## src/ctrl_b_pkg.sv

```systemverilog
// Purpose: Constants and types for the timer control-B register bank
// Assumes: APB with 32-bit data, one aligned word per register
// Notes:   Register indices are kept, byte address is four times the index
package ctrl_b_pkg;
   // Register indices and byte addresses
   localparam logic [7:0]  CLEAR_IDX     = 8'h04;
   localparam logic [7:0]  SET_IDX       = 8'h05;
   localparam logic [7:0]  BUSY_IDX      = 8'h08;
   localparam logic [11:0] CLEAR_ADDR    = {2'h0, CLEAR_IDX, 2'h0};
   localparam logic [11:0] SET_ADDR      = {2'h0, SET_IDX, 2'h0};
   localparam logic [11:0] BUSY_ADDR     = {2'h0, BUSY_IDX, 2'h0};
   // Reset values
   localparam logic [7:0]  CTRL_RESET    = 8'h00;
   localparam logic [31:0] BUSY_RESET    = 32'h0000_0000;
   // Control field positions
   localparam int          DIR_BIT       = 0;
   localparam int          LOCK_BIT      = 1;
   localparam int          SINGLE_BIT    = 2;
   localparam int          RAMP_LSB      = 3;
   localparam int          CMD_LSB       = 5;
   // Busy field positions
   localparam int          BUSY_SOFT_RST = 0;
   localparam int          BUSY_CTRL_B   = 2;
   localparam int          BUSY_CMP_LSB  = 8;
   localparam int          BUSY_PATB     = 16;
   localparam int          BUSY_SHAPEB   = 17;
   localparam int          BUSY_CYCB     = 18;
   localparam int          BUSY_CMPB_LSB = 19;
   // Timer commands
   localparam logic [2:0]  CMD_NONE      = 3'h0;
   localparam logic [2:0]  CMD_RETRIG    = 3'h1;
   localparam logic [2:0]  CMD_STOP      = 3'h2;
   localparam logic [2:0]  CMD_UPDATE    = 3'h3;
   localparam logic [2:0]  CMD_READBACK  = 3'h4;
   // Ramp cycle commands
   localparam logic [1:0]  RAMP_TOGGLE   = 2'h0;
   localparam logic [1:0]  RAMP_SET_B    = 2'h1;
   localparam logic [1:0]  RAMP_SET_A    = 2'h2;
   localparam logic [1:0]  RAMP_HOLD     = 2'h3;
   // Crossing time in pclk cycles
   localparam int          SYNC_CYCLES   = 2;

   typedef struct packed {
      logic [2:0] cmd;
      logic [1:0] ramp_cycle_command;
      logic       single_run_mode;
      logic       buffer_transfer_lock;
      logic       dir;
   } ctrl_b_t;
endpackage : ctrl_b_pkg

```

## src/ctrl_b_bank.sv

```systemverilog
// Purpose: Control-B set/clear register pair and crossing busy register
// Assumes: pclk domain only; timer events arrive as same-clock pulses
// Notes:   Zero-wait decode is traded for flopped outputs: one wait state
//
// Overview of operation
// - Lock set blocks copying buffers to active registers on hardware update.
// - Lock clear lets each hardware update copy all buffers to actives.
// - Lock is ignored while input capture is enabled.
// - Writing one to lock via clear register releases it; zero ignored.
// - Writing one to lock via set register engages it; zero ignored.
// - Direction zero counts up, one counts down.
// - Writing one to direction via clear register makes it count up.
// - Set and clear registers share one state, read back alike.
// - Command codes none, retrigger, stop, update, read sync; zero ignored.
// - Posted command runs on first prescaled tick after the crossing, then reads zero.
// - Ramp command acts only in the two dual-slope modes.
// - On update, pending ramp command runs, index updates, field clears.
// - Ramp codes toggle, force B, force A, hold; zero write ignored.
// - Writing one to single-run via set register enables it.
// - With single-run off the timer counts continuously past wrap.
// - Set and clear register writes cross domains, flagged by busy.
// - Busy bits read-only, set on crossing start, clear on completion.
// - Compare buffer busy at 19..22 all from one bit, compare busy at 8..11 per channel.
// - Busy bits 18,17,16 buffers; bits 7..3 and 1..0 the plain registers, bit 2 control-B.
// - Writing ones to command fields via clear register cancels them.
// - Writing one to single-run via clear register disables it.
//
// The APB register port is this design's own decision.
module ctrl_b_bank #(
   parameter int CHANNELS    = 4,
   parameter int SYNC_CYCLES = ctrl_b_pkg::SYNC_CYCLES
) (
   // Clock and reset
   input  wire logic        pclk,
   input  wire logic        presetn,
   // APB slave
   input  wire logic        psel,
   input  wire logic        penable,
   input  wire logic        pwrite,
   input  wire logic [11:0] paddr,
   input  wire logic [31:0] pwdata,
   output logic             pready,
   output logic [31:0]      prdata,
   output logic             pslverr,
   // Timer events
   input  wire logic        presc_tick,
   input  wire logic        hw_update,
   input  wire logic        wrap_event,
   input  wire logic        capture_en,
   input  wire logic        dual_slope_ramp,
   input  wire logic        dual_slope_ramp_alt,
   input  wire logic [7:0]  other_busy,
   input  wire logic [7:0]  buffer_busy,
   // Timer controls
   output logic             count_down,
   output logic             running,
   output logic             copy_buffers,
   output logic             retrigger_pulse,
   output logic             count_readback_sync,
   output logic             ramp_cycle_index
);
   ctrl_b_pkg::ctrl_b_t ctrl_r, ctrl_nxt, wr;
   logic [31:0] busy_r, busy_nxt;
   logic [3:0]  sync_cnt_r;
   logic        pready_r, pslverr_r, run_r, copy_r, retrig_r, rsync_r, idx_r;
   logic [31:0] prdata_r;

   // Decode
   wire         access     = psel & penable;
   wire         commit     = access & pready_r;
   wire         hit_clear  = paddr == ctrl_b_pkg::CLEAR_ADDR;
   wire         hit_set    = paddr == ctrl_b_pkg::SET_ADDR;
   wire         hit_busy   = paddr == ctrl_b_pkg::BUSY_ADDR;
   wire         mapped     = hit_clear | hit_set | hit_busy;
   wire         wr_set     = commit & pwrite & hit_set;
   wire         wr_clear   = commit & pwrite & hit_clear;
   wire         ctrl_busy  = busy_r[ctrl_b_pkg::BUSY_CTRL_B];
   wire         cmd_valid  = wr.cmd != ctrl_b_pkg::CMD_NONE && wr.cmd <= ctrl_b_pkg::CMD_READBACK;
   wire         cmd_fire   = presc_tick & ~ctrl_busy & (ctrl_r.cmd != ctrl_b_pkg::CMD_NONE);
   wire         retrig_go  = cmd_fire & (ctrl_r.cmd == ctrl_b_pkg::CMD_RETRIG);
   wire         rsync_go   = cmd_fire & (ctrl_r.cmd == ctrl_b_pkg::CMD_READBACK);
   wire         dual_mode  = dual_slope_ramp | dual_slope_ramp_alt;
   wire         lock_on    = ctrl_r.buffer_transfer_lock & ~capture_en;
   wire         force_upd  = cmd_fire & (ctrl_r.cmd == ctrl_b_pkg::CMD_UPDATE);
   wire         do_copy    = (hw_update & ~lock_on) | force_upd;
   wire         stop_now   = (cmd_fire & (ctrl_r.cmd == ctrl_b_pkg::CMD_STOP))
                           | (wrap_event & ctrl_r.single_run_mode);
   wire [3:0]   chan_mask  = 4'((1 << CHANNELS) - 1);

   assign wr = pwdata[7:0];

   // Shared control state; hardware clears lose to a fresh post
   always_comb begin
      ctrl_nxt = ctrl_r;
      if (cmd_fire)
         ctrl_nxt.cmd = ctrl_b_pkg::CMD_NONE;
      if (hw_update & dual_mode)
         ctrl_nxt.ramp_cycle_command = ctrl_b_pkg::RAMP_TOGGLE;
      if (wr_set) begin
         if (wr.dir) ctrl_nxt.dir = 1'b1;
         if (wr.buffer_transfer_lock) ctrl_nxt.buffer_transfer_lock = 1'b1;
         if (wr.single_run_mode) ctrl_nxt.single_run_mode = 1'b1;
         if (cmd_valid) ctrl_nxt.cmd = wr.cmd;
         if (wr.ramp_cycle_command != 2'h0) begin
            ctrl_nxt.ramp_cycle_command = wr.ramp_cycle_command;
         end
      end
      if (wr_clear) begin
         if (wr.dir) ctrl_nxt.dir = 1'b0;
         if (wr.buffer_transfer_lock) ctrl_nxt.buffer_transfer_lock = 1'b0;
         if (wr.single_run_mode) ctrl_nxt.single_run_mode = 1'b0;
         if (wr.cmd != 3'h0) ctrl_nxt.cmd = ctrl_b_pkg::CMD_NONE;
         if (wr.ramp_cycle_command != 2'h0) begin
            ctrl_nxt.ramp_cycle_command = ctrl_b_pkg::RAMP_TOGGLE;
         end
      end
   end

   // Busy: control bit held for the crossing, others mirrored from other_busy and buffer_busy
   always_comb begin
      busy_nxt = ctrl_b_pkg::BUSY_RESET;
      busy_nxt[7:0] = other_busy;
      busy_nxt[ctrl_b_pkg::BUSY_CMP_LSB +: 4] = buffer_busy[3:0] & chan_mask;
      busy_nxt[ctrl_b_pkg::BUSY_PATB +: 3] = buffer_busy[6:4];
      busy_nxt[ctrl_b_pkg::BUSY_CMPB_LSB +: 4] = buffer_busy[7] ? chan_mask : 4'h0;
      busy_nxt[ctrl_b_pkg::BUSY_CTRL_B] = (wr_set | wr_clear) | (sync_cnt_r > 4'h1);
   end

   // Index: ramp command only in dual-slope modes
   wire idx_nxt = (ctrl_r.ramp_cycle_command == ctrl_b_pkg::RAMP_SET_B) ? 1'b1 :
                  (ctrl_r.ramp_cycle_command == ctrl_b_pkg::RAMP_SET_A) ? 1'b0 :
                  (ctrl_r.ramp_cycle_command == ctrl_b_pkg::RAMP_HOLD)  ? idx_r : ~idx_r;

   wire [31:0] rd_word = hit_busy ? busy_r : {24'h0, ctrl_r};

   always_ff @(posedge pclk or negedge presetn) begin
      if (!presetn) begin
         ctrl_r <= ctrl_b_pkg::CTRL_RESET;
         busy_r <= ctrl_b_pkg::BUSY_RESET;
      end else begin
         ctrl_r <= ctrl_nxt;
         busy_r <= busy_nxt;
      end
   end

   always_ff @(posedge pclk or negedge presetn) begin
      if (!presetn) begin
         sync_cnt_r <= 4'h0;
      end else if (wr_set | wr_clear) begin
         sync_cnt_r <= 4'(SYNC_CYCLES);
      end else if (sync_cnt_r != 4'h0) begin
         sync_cnt_r <= sync_cnt_r - 4'h1;
      end
   end

   // One wait state; response fields come from flops
   always_ff @(posedge pclk or negedge presetn) begin
      if (!presetn) begin
         pready_r  <= 1'b0;
         pslverr_r <= 1'b0;
         prdata_r  <= 32'h0000_0000;
      end else begin
         pready_r  <= access & ~pready_r;
         pslverr_r <= access & ~pready_r & ~mapped;
         prdata_r  <= (access & ~pready_r & ~pwrite & mapped) ? rd_word : 32'h0000_0000;
      end
   end

   // Run state: a stop, by command or single-run wrap, beats a retrigger
   always_ff @(posedge pclk or negedge presetn) begin
      if (!presetn) begin
         run_r <= 1'b0;
      end else if (stop_now) begin
         run_r <= 1'b0;
      end else if (retrig_go) begin
         run_r <= 1'b1;
      end
   end

   // Timer strobes last one cycle each
   always_ff @(posedge pclk or negedge presetn) begin
      if (!presetn) begin
         copy_r   <= 1'b0;
         retrig_r <= 1'b0;
         rsync_r  <= 1'b0;
      end else begin
         copy_r   <= do_copy;
         retrig_r <= retrig_go;
         rsync_r  <= rsync_go;
      end
   end

   // Index moves only on an update in a dual-slope mode
   always_ff @(posedge pclk or negedge presetn) begin
      if (!presetn) begin
         idx_r <= 1'b0;
      end else if (hw_update & dual_mode) begin
         idx_r <= idx_nxt;
      end
   end

   assign pready              = pready_r;
   assign pslverr             = pslverr_r;
   assign prdata              = prdata_r;
   assign count_down          = ctrl_r.dir;
   assign running             = run_r;
   assign copy_buffers        = copy_r;
   assign retrigger_pulse     = retrig_r;
   assign count_readback_sync = rsync_r;
   assign ramp_cycle_index    = idx_r;

   // Checks
   lock_blocks_a: assert property (@(posedge pclk) disable iff (!presetn)
      hw_update && lock_on && !force_upd |=> !copy_buffers)
      else $error("copy while locked");
   unlock_copies_a: assert property (@(posedge pclk) disable iff (!presetn)
      hw_update && !ctrl_r.buffer_transfer_lock |=> copy_buffers)
      else $error("no copy while unlocked");
   capture_ignores_a: assert property (@(posedge pclk) disable iff (!presetn)
      hw_update && capture_en |=> copy_buffers)
      else $error("lock acted during capture");
   clear_lock_a: assert property (@(posedge pclk) disable iff (!presetn)
      wr_clear && pwdata[ctrl_b_pkg::LOCK_BIT] |=> !ctrl_r.buffer_transfer_lock)
      else $error("lock not released");
   set_lock_a: assert property (@(posedge pclk) disable iff (!presetn)
      wr_set && pwdata[ctrl_b_pkg::LOCK_BIT] && !wr_clear |=> ctrl_r.buffer_transfer_lock)
      else $error("lock not engaged");
   dir_clear_a: assert property (@(posedge pclk) disable iff (!presetn)
      wr_clear && pwdata[ctrl_b_pkg::DIR_BIT] |=> !count_down)
      else $error("direction not cleared");
   cmd_done_a: assert property (@(posedge pclk) disable iff (!presetn)
      cmd_fire && !wr_set |=> ctrl_r.cmd == ctrl_b_pkg::CMD_NONE)
      else $error("command not cleared");
   single_stop_a: assert property (@(posedge pclk) disable iff (!presetn)
      wrap_event && ctrl_r.single_run_mode |=> !running)
      else $error("single run kept counting");
   busy_window_a: assert property (@(posedge pclk) disable iff (!presetn)
      wr_set && !wr_clear ##1 1'b1 |-> ctrl_busy [*2])
      else $error("busy not held for crossing");
   restart_a: assert property (@(posedge pclk) disable iff (!presetn)
      cmd_fire && ctrl_r.cmd == ctrl_b_pkg::CMD_RETRIG |=> retrigger_pulse ##1 !retrigger_pulse || $past(cmd_fire))
      else $error("retrigger pulse wrong");

   // Set and clear writes on the single-bit fields
   set_dir_a: assert property (@(posedge pclk) disable iff (!presetn)
      wr_set && pwdata[ctrl_b_pkg::DIR_BIT]
      |=> count_down)
      else $error("direction not set");

   set_single_a: assert property (@(posedge pclk) disable iff (!presetn)
      wr_set && pwdata[ctrl_b_pkg::SINGLE_BIT]
      |=> ctrl_r.single_run_mode)
      else $error("single run not enabled");

   clear_single_a: assert property (@(posedge pclk) disable iff (!presetn)
      wr_clear && pwdata[ctrl_b_pkg::SINGLE_BIT]
      |=> !ctrl_r.single_run_mode)
      else $error("single run not disabled");

   // Command posting, refusal and cancel
   post_cmd_a: assert property (@(posedge pclk) disable iff (!presetn)
      wr_set && cmd_valid
      |=> ctrl_r.cmd == $past(pwdata[7:5]))
      else $error("command not posted");

   ignore_cmd_a: assert property (@(posedge pclk) disable iff (!presetn)
      wr_set && !cmd_valid && !cmd_fire
      |=> ctrl_r.cmd == $past(ctrl_r.cmd))
      else $error("null or invalid command acted");

   cancel_cmd_a: assert property (@(posedge pclk) disable iff (!presetn)
      wr_clear && pwdata[7:5] != 3'h0
      |=> ctrl_r.cmd == ctrl_b_pkg::CMD_NONE)
      else $error("command not cancelled");

   cancel_ramp_a: assert property (@(posedge pclk) disable iff (!presetn)
      wr_clear && pwdata[4:3] != 2'h0
      |=> ctrl_r.ramp_cycle_command == ctrl_b_pkg::RAMP_TOGGLE)
      else $error("ramp command not cancelled");

   set_ramp_a: assert property (@(posedge pclk) disable iff (!presetn)
      wr_set && pwdata[4:3] != 2'h0
      |=> ctrl_r.ramp_cycle_command == $past(pwdata[4:3]))
      else $error("ramp command not posted");

   // Command execution
   stop_cmd_a: assert property (@(posedge pclk) disable iff (!presetn)
      cmd_fire && ctrl_r.cmd == ctrl_b_pkg::CMD_STOP
      |=> !running)
      else $error("stop command ignored");

   force_copy_a: assert property (@(posedge pclk) disable iff (!presetn)
      cmd_fire && ctrl_r.cmd == ctrl_b_pkg::CMD_UPDATE
      |=> copy_buffers)
      else $error("forced update did not copy");

   count_readback_sync_a: assert property (@(posedge pclk) disable iff (!presetn)
      cmd_fire && ctrl_r.cmd == ctrl_b_pkg::CMD_READBACK
      |=> count_readback_sync)
      else $error("read sync pulse missing");

   run_on_a: assert property (@(posedge pclk) disable iff (!presetn)
      wrap_event && !ctrl_r.single_run_mode && !cmd_fire && running
      |=> running)
      else $error("continuous run stopped at wrap");

   // Ramp index
   ramp_done_a: assert property (@(posedge pclk) disable iff (!presetn)
      hw_update && dual_mode && !wr_set
      |=> ctrl_r.ramp_cycle_command == ctrl_b_pkg::RAMP_TOGGLE)
      else $error("ramp command not consumed");

   idx_still_a: assert property (@(posedge pclk) disable iff (!presetn)
      !(hw_update && dual_mode)
      |=> $stable(ramp_cycle_index))
      else $error("index moved outside dual slope update");

   force_b_a: assert property (@(posedge pclk) disable iff (!presetn)
      hw_update && dual_mode && ctrl_r.ramp_cycle_command == ctrl_b_pkg::RAMP_SET_B
      |=> ramp_cycle_index)
      else $error("cycle B not forced");

   force_a_a: assert property (@(posedge pclk) disable iff (!presetn)
      hw_update && dual_mode && ctrl_r.ramp_cycle_command == ctrl_b_pkg::RAMP_SET_A
      |=> !ramp_cycle_index)
      else $error("cycle A not forced");

   hold_idx_a: assert property (@(posedge pclk) disable iff (!presetn)
      hw_update && dual_mode && ctrl_r.ramp_cycle_command == ctrl_b_pkg::RAMP_HOLD
      |=> $stable(ramp_cycle_index))
      else $error("held index changed");

   toggle_idx_a: assert property (@(posedge pclk) disable iff (!presetn)
      hw_update && dual_mode && ctrl_r.ramp_cycle_command == ctrl_b_pkg::RAMP_TOGGLE
      |=> ramp_cycle_index != $past(ramp_cycle_index))
      else $error("index did not toggle");

   // Busy register
   busy_drop_a: assert property (@(posedge pclk) disable iff (!presetn)
      ctrl_busy && sync_cnt_r <= 4'h1 && !wr_set && !wr_clear
      |=> !ctrl_busy)
      else $error("busy held past crossing");

   busy_mirror_a: assert property (@(posedge pclk) disable iff (!presetn)
      1'b1
      |=> busy_r[7:3] == $past(other_busy[7:3]) && busy_r[1:0] == $past(other_busy[1:0]))
      else $error("plain busy bits not mirrored");

   // Bus response: one wait state, one-cycle answer
   wait_state_a: assert property (@(posedge pclk) disable iff (!presetn)
      access && !pready_r
      |=> pready)
      else $error("ready not given after one wait");

   ready_pulse_a: assert property (@(posedge pclk) disable iff (!presetn)
      pready
      |=> !pready)
      else $error("ready held too long");

   unmapped_err_a: assert property (@(posedge pclk) disable iff (!presetn)
      access && !pready_r && !mapped
      |=> pslverr)
      else $error("unmapped access not flagged");

   write_data_a: assert property (@(posedge pclk) disable iff (!presetn)
      access && !pready_r && pwrite
      |=> prdata == 32'h0000_0000)
      else $error("read data driven on write");
   cover_set_c:   cover property (@(posedge pclk) disable iff (!presetn) wr_set ##[1:8] cmd_fire);
   cover_clear_c: cover property (@(posedge pclk) disable iff (!presetn) wr_clear && pwdata[7:5] != 3'h0);
   cover_idx_c:   cover property (@(posedge pclk) disable iff (!presetn) hw_update && dual_mode);
   cover_lock_c:  cover property (@(posedge pclk) disable iff (!presetn) hw_update && lock_on);
   cover_wrap_c:  cover property (@(posedge pclk) disable iff (!presetn)
      wrap_event && ctrl_r.single_run_mode);
endmodule : ctrl_b_bank

```

## config.mk

```make
export PLATFORM = sky130hd
export DESIGN_NAME = ctrl_b_bank
export DESIGN_NICKNAME = d
export VERILOG_FILES = /design/src/ctrl_b_pkg.sv /design/src/ctrl_b_bank.sv
export SDC_FILE = /design/constraint.sdc
export NUM_CORES = 1
export LEC_CHECK = 0
export BUFFER_PORTS_ARGS = -buffer_cell sky130_fd_sc_hd__buf_2
export CORE_MARGIN = 1.5
export CORE_UTILIZATION = 48
export DETAILED_ROUTE_END_ITERATION = 8
export GPL_TIMING_DRIVEN = 0
export PLACE_DENSITY = 0.81
export SYNTH_ARGS = -nofsm -noshare
export SYNTH_HDL_FRONTEND = slang
export SYNTH_SLANG_ARGS = --single-unit
```

## constraint.sdc

```tcl
create_clock -name pclk -period 2.22 [get_ports pclk]
set_input_delay 0.444 -clock pclk [delete_from_list [all_inputs] [get_ports pclk]]
set_output_delay 0.444 -clock pclk [all_outputs]
set_load 0.01 [all_outputs]
```

# == Yosys cells after proc, flatten, opt, wreduce, memory -nomap -nowiden ==
# Index checks and enable logic that the tools add are counted.
# word_totals
regBits,61
out_inout_bits,40
elab_cells,94
# op_classes
n_addsub,1
magnitude_cmp,2
n_eq_ne,11
n_mux,24
bitwise,33
reduce_logical,8
# ops
operator,count
23-bit 2-to-1 mux,2
"12-bit by 5-bit == test with 1-bit output, second input constant",2
1-bit bitwise AND,19
8-bit 2-to-1 mux,2
"12-bit by 6-bit == test with 1-bit output, second input constant",1
4-bit 2-to-1 mux,3
1-bit 2-to-1 mux,11
3-bit 2-to-1 mux,3
1-bit inverter,7
1-bit OR,7
"3-bit by 2-bit == test with 1-bit output, second input constant",2
2-bit 2-to-1 mux,3
2-bit nonzero test,3
3-bit nonzero test,2
"2-bit == test, second input constant",2
"4-bit by 1-bit greater-than comparator with 1-bit output, second input constant",1
4-bit nonzero test,1
"4-bit by 1-bit subtractor with 4-bit output, second input constant",1
"3-bit by 1-bit == test with 1-bit output, second input constant",1
"3-bit == test, second input constant",1
"3-bit less-or-equal comparator, second input constant",1
"3-bit != test, second input constant",1
"2-bit by 1-bit == test with 1-bit output, second input constant",1
2-bit AND reduction,1
1-bit logical AND,1

# == Longest topological paths before layout ==
# depth
depth_word,8
ltp_mapped,5
ltp_nobuf,5

# == Worst setup path after synthesis ==
# No wires, ideal clock.
# synth_timing
kind,input -> register
from,input port paddr[9]
to,"register prdata_r[0], in the netlist prdata[0]"
arrival_ps,1648
setup_slack_ps,500
stages,5
path_cell_list,nor4_4 -> nand2_2 -> or4_1 -> buf_2 -> nor2_1
# synth_via
elab_chain_len,5
# synth_lines
item,line,text
"start, declared",ctrl_b_bank.sv:40,"input wire logic [11:0] paddr,"
"12-bit by 5-bit == test with 1-bit output, on equally long branches","ctrl_b_bank.sv:71, ctrl_b_bank.sv:72",
1-bit OR (2 in a row),ctrl_b_bank.sv:74,wire mapped = hit_clear | hit_set | hit_busy;
1-bit bitwise AND,ctrl_b_bank.sv:165,prdata_r <= (access & ~pready_r & ~pwrite & mapped) ? rd_word : 32'h0000_0000;
23-bit 2-to-1 mux (*),ctrl_b_bank.sv:165,
"end signal, assigned",ctrl_b_bank.sv:165,
"end, declared",ctrl_b_bank.sv:66,logic [31:0] prdata_r;
# Mark *: on every way between the ends. The rest lies on a longest branch, timed or not.
# A chain may end at the register's enable or synchronous reset.

# == Worst setup path in the final report ==
# layout_timing
from,input port paddr[9]
to,"register prdata_r[6], in the netlist prdata[6]"
# Same word-level chain as after synthesis.

==> flow_summary.yaml <==
timing:
  finalCritPeriodShare_pct: 80.1
  relSlewSlack_pct: 29.8
  fmax_ghz: 0.562
  final_hold_viol_count: 0
  clock_skew_ns: 0.00497
  hold-worst-slack_ns: 0.245
  rsz0062_at_grt: "false"
  setup_viol: 0
  worstMarginPinSlew_ns: 1.05
  layout_setup_ws_ns: 0.442
  drv_slew: 0
  period_needed_ns: 1.78
  fin_setup_tns_ns: 0
cells_and_area:
  multi_input_area_sq_um: 717
  syn2layout_area_growth_pct: 27.2
  drive_above_1_share_pct: 37.3
  fin_util_pct: 65.0
  nFillCells: 315
  fin_area_sq_um: 2680
  regArea_sq_um: 1280
  finalNetCount: 344
  diodes: 0
  final_cells: 321
clock_network:
  ctsHoldBuffers: 0
  cts_buffers: 5
  clkTransAtPathRegs_ns: 0.09
  post_cts_resized: 0
  post_cts_buffers: 0
  cts_max_level: 2
  clock_path_buffers: 2
  clk_latency_ns: 0.30
  cts.sinks: 51
  cts_root_buf: "clkbuf_8"
  cts_tree: "yes"
routing:
  vias_per_cell: 5.02
  antenna_left: 0
  first_pass_iters: 4
  vias: 1612
  drcViolationCount: 0
  drt-total-wl_um: 4150
  drt-initial-drc-count: 99
  wl_per_cell_um: 12.9
yosys:
  synth_top_cell_by_area: "dfrtp_1"
  synth_flop_cell: "dfrtp_1"
  synth.avg_cell_area_sq_um: 11.8
  yosysSeqAreaShare_pct: 60.7
  yosys.cell_types.count: 37
  synth_edf_count: 0
  syn_inst: 179
  synthesis.area_sq_um: 2100
  ys_warn_count: 0
  yosysMostFrequentCell: "dfrtp_1"
  synth_top_area_share_pct: 60.7
  synth_top_cells_by_area: "dfrtp_1 61%, buf_4 5.7%, mux2i_1 3.8%"
  synthArstFlopShare_pct: 100
  ys_seq_elements: 51
  synth_common_cells: "51 x dfrtp_1, 19 x nor2_1, 16 x buf_4"
grt:
  grt_max_degree: 52
  grt_pass1_vias: 1612
  antenna_found_initial: 0
  overflow: 0
  grt_pass1_wl_um: 7010
  track_usage_pct: 18.5
floorplanning:
  die_area_sq_um: 4790
  start_util_pct: 51.1
  die_w_um: 69.2
  rows: 23
  core_sq_um: 4120
  num_io_pins: 111
  die_h_um: 69.2
worst_hold_path:
  hp-start: "buffer_busy[7]"
  hold_depth: 1
  hp-class: "input port to flop"
  min_to: "busy_r[21]$_DFF_PN0_"
place:
  post-place-ws_ns: 0.129
  dpl_cell_area_sq_um: 2570
  port_buffers: 72
  dp_hpwl_um: 3200
  placed_cells: 313
  place.gp.congestion: 0.833
power:
  powerDensity_nw_per_um2: 707
  p_leak_nw: 1.44
  ir_worst_vdd_v: 0.000393
  fin_total_pwr_mw: 1.89
critical_path:
  r2r_end: "ctrl_r[6]$_DFF_PN0_"
  cp-end-kind: "flop"
  ff2ff_path_depth: 5
  worstPathArrival_ns: 1.97
  r2r_start: "pready$_DFF_PN0_"
  critPathKind: "input port to flop"
  critPathMaxFanout: 8
  start_kind: "input port"
  r2r_slack_ns: 0.68
  required_ns: 2.41
status:
  status: "complete, no violations"
run:
  drv_cap: 0
==> critical path, cell delays in order <==
cell     delay [ns]
buf_2          0.11
nor4_4         0.42
nand4_1        0.57
mux2i_1        0.36
nor2_1         0.06
==> final cells by class <==
type / count / share of cell area (%)
Inverter: 7 / 0.982
Tap cell: 50 / 2.34
Multi-Input combinational cell: 115 / 26.8
Buffer: 18 / 4.82
Timing Repair Buffer: 72 / 13.5
Clock inverter: 1 / 0.281
Clock buffer: 7 / 3.60
Sequential cell: 51 / 47.7
==> sequential cells by signal, indices dropped and copies added (netlist names), 4 cells and up, named ones only <==
name	flops
ctrl_r	5
sync_cnt_r	4
prdata	16
busy_r	16
==> worst max-delay path by stage <==
stage          startpoint                   to  slack [ns]  cells past startpoint
6_report         paddr[9]  prdata[6]$_DFF_PN0_        0.44                      5
5_1_grt          paddr[9]  prdata[6]$_DFF_PN0_        0.32                      5
4_1_cts          paddr[9]  prdata[6]$_DFF_PN0_        0.40                      5
3_5_place_dp     paddr[9]  prdata[0]$_DFF_PN0_        0.13                      5
3_3_place_gp     paddr[9]  prdata[0]$_DFF_PN0_        0.15                      5
2_1_floorplan    paddr[9]  prdata[0]$_DFF_PN0_        0.50                      5
==> cells by family (layout without fill, tap and decap cells) <==
| kind of cell | count (synthesis) | after routing | share of synthesized area (%) |
|---|---|---|---|
| buffers and inverters | 25 | 105 | 7.38 |
| muxes | 8 | 8 | 3.81 |
| other | 1 | 13 | 0.178 |
| adders and majority gates | 3 | 3 | 1.78 |
| AOI/OAI and AO/OA | 28 | 28 | 7.97 |
| xor gates and xnor gates | 1 | 1 | 0.416 |
| and+or+nand+nor | 62 | 62 | 17.8 |
| DFF | 51 | 51 | 60.7 |
==> per-layer routing <==
layer  GRT usage (%)  vias up  wire, um
met4            7.63        0        54
met5               0        -         0
met3            4.65        4       233
met1            20.3      773      1620
met2            34.0       66      2240
li1                -      769         -
==> where the power goes <==
| group | switching (mW) | internal (mW) | total [mW] | leakage, nW |
|---|---|---|---|---|
| Combinational | 0.152 | 0.141 | 0.292 | 0.730 |
| Sequential | 0.0404 | 0.993 | 1.03 | 0.661 |
| Clock | 0.283 | 0.283 | 0.567 | 0.0505 |
| Total | 0.476 | 1.42 | 1.89 | 1.44 |
==> cell usage in the layout (no fill, tap or decap), types with 3 or more instances in the layout <==
cell type   n
mux2i_1     8
buf_4      16
buf_2      73
o21ai_0     4
nor3_1      3
nand4_1     3
nand2_1     5
nor2_1     19
inv_1       7
nand3_1     3
ha_1        3
clkbuf_8    7
and2_1      9
conb_1     13
a21oi_1    13
dfrtp_1    51
o211ai_1    5
and4_1      3
(Power assumes the default switching activity.)
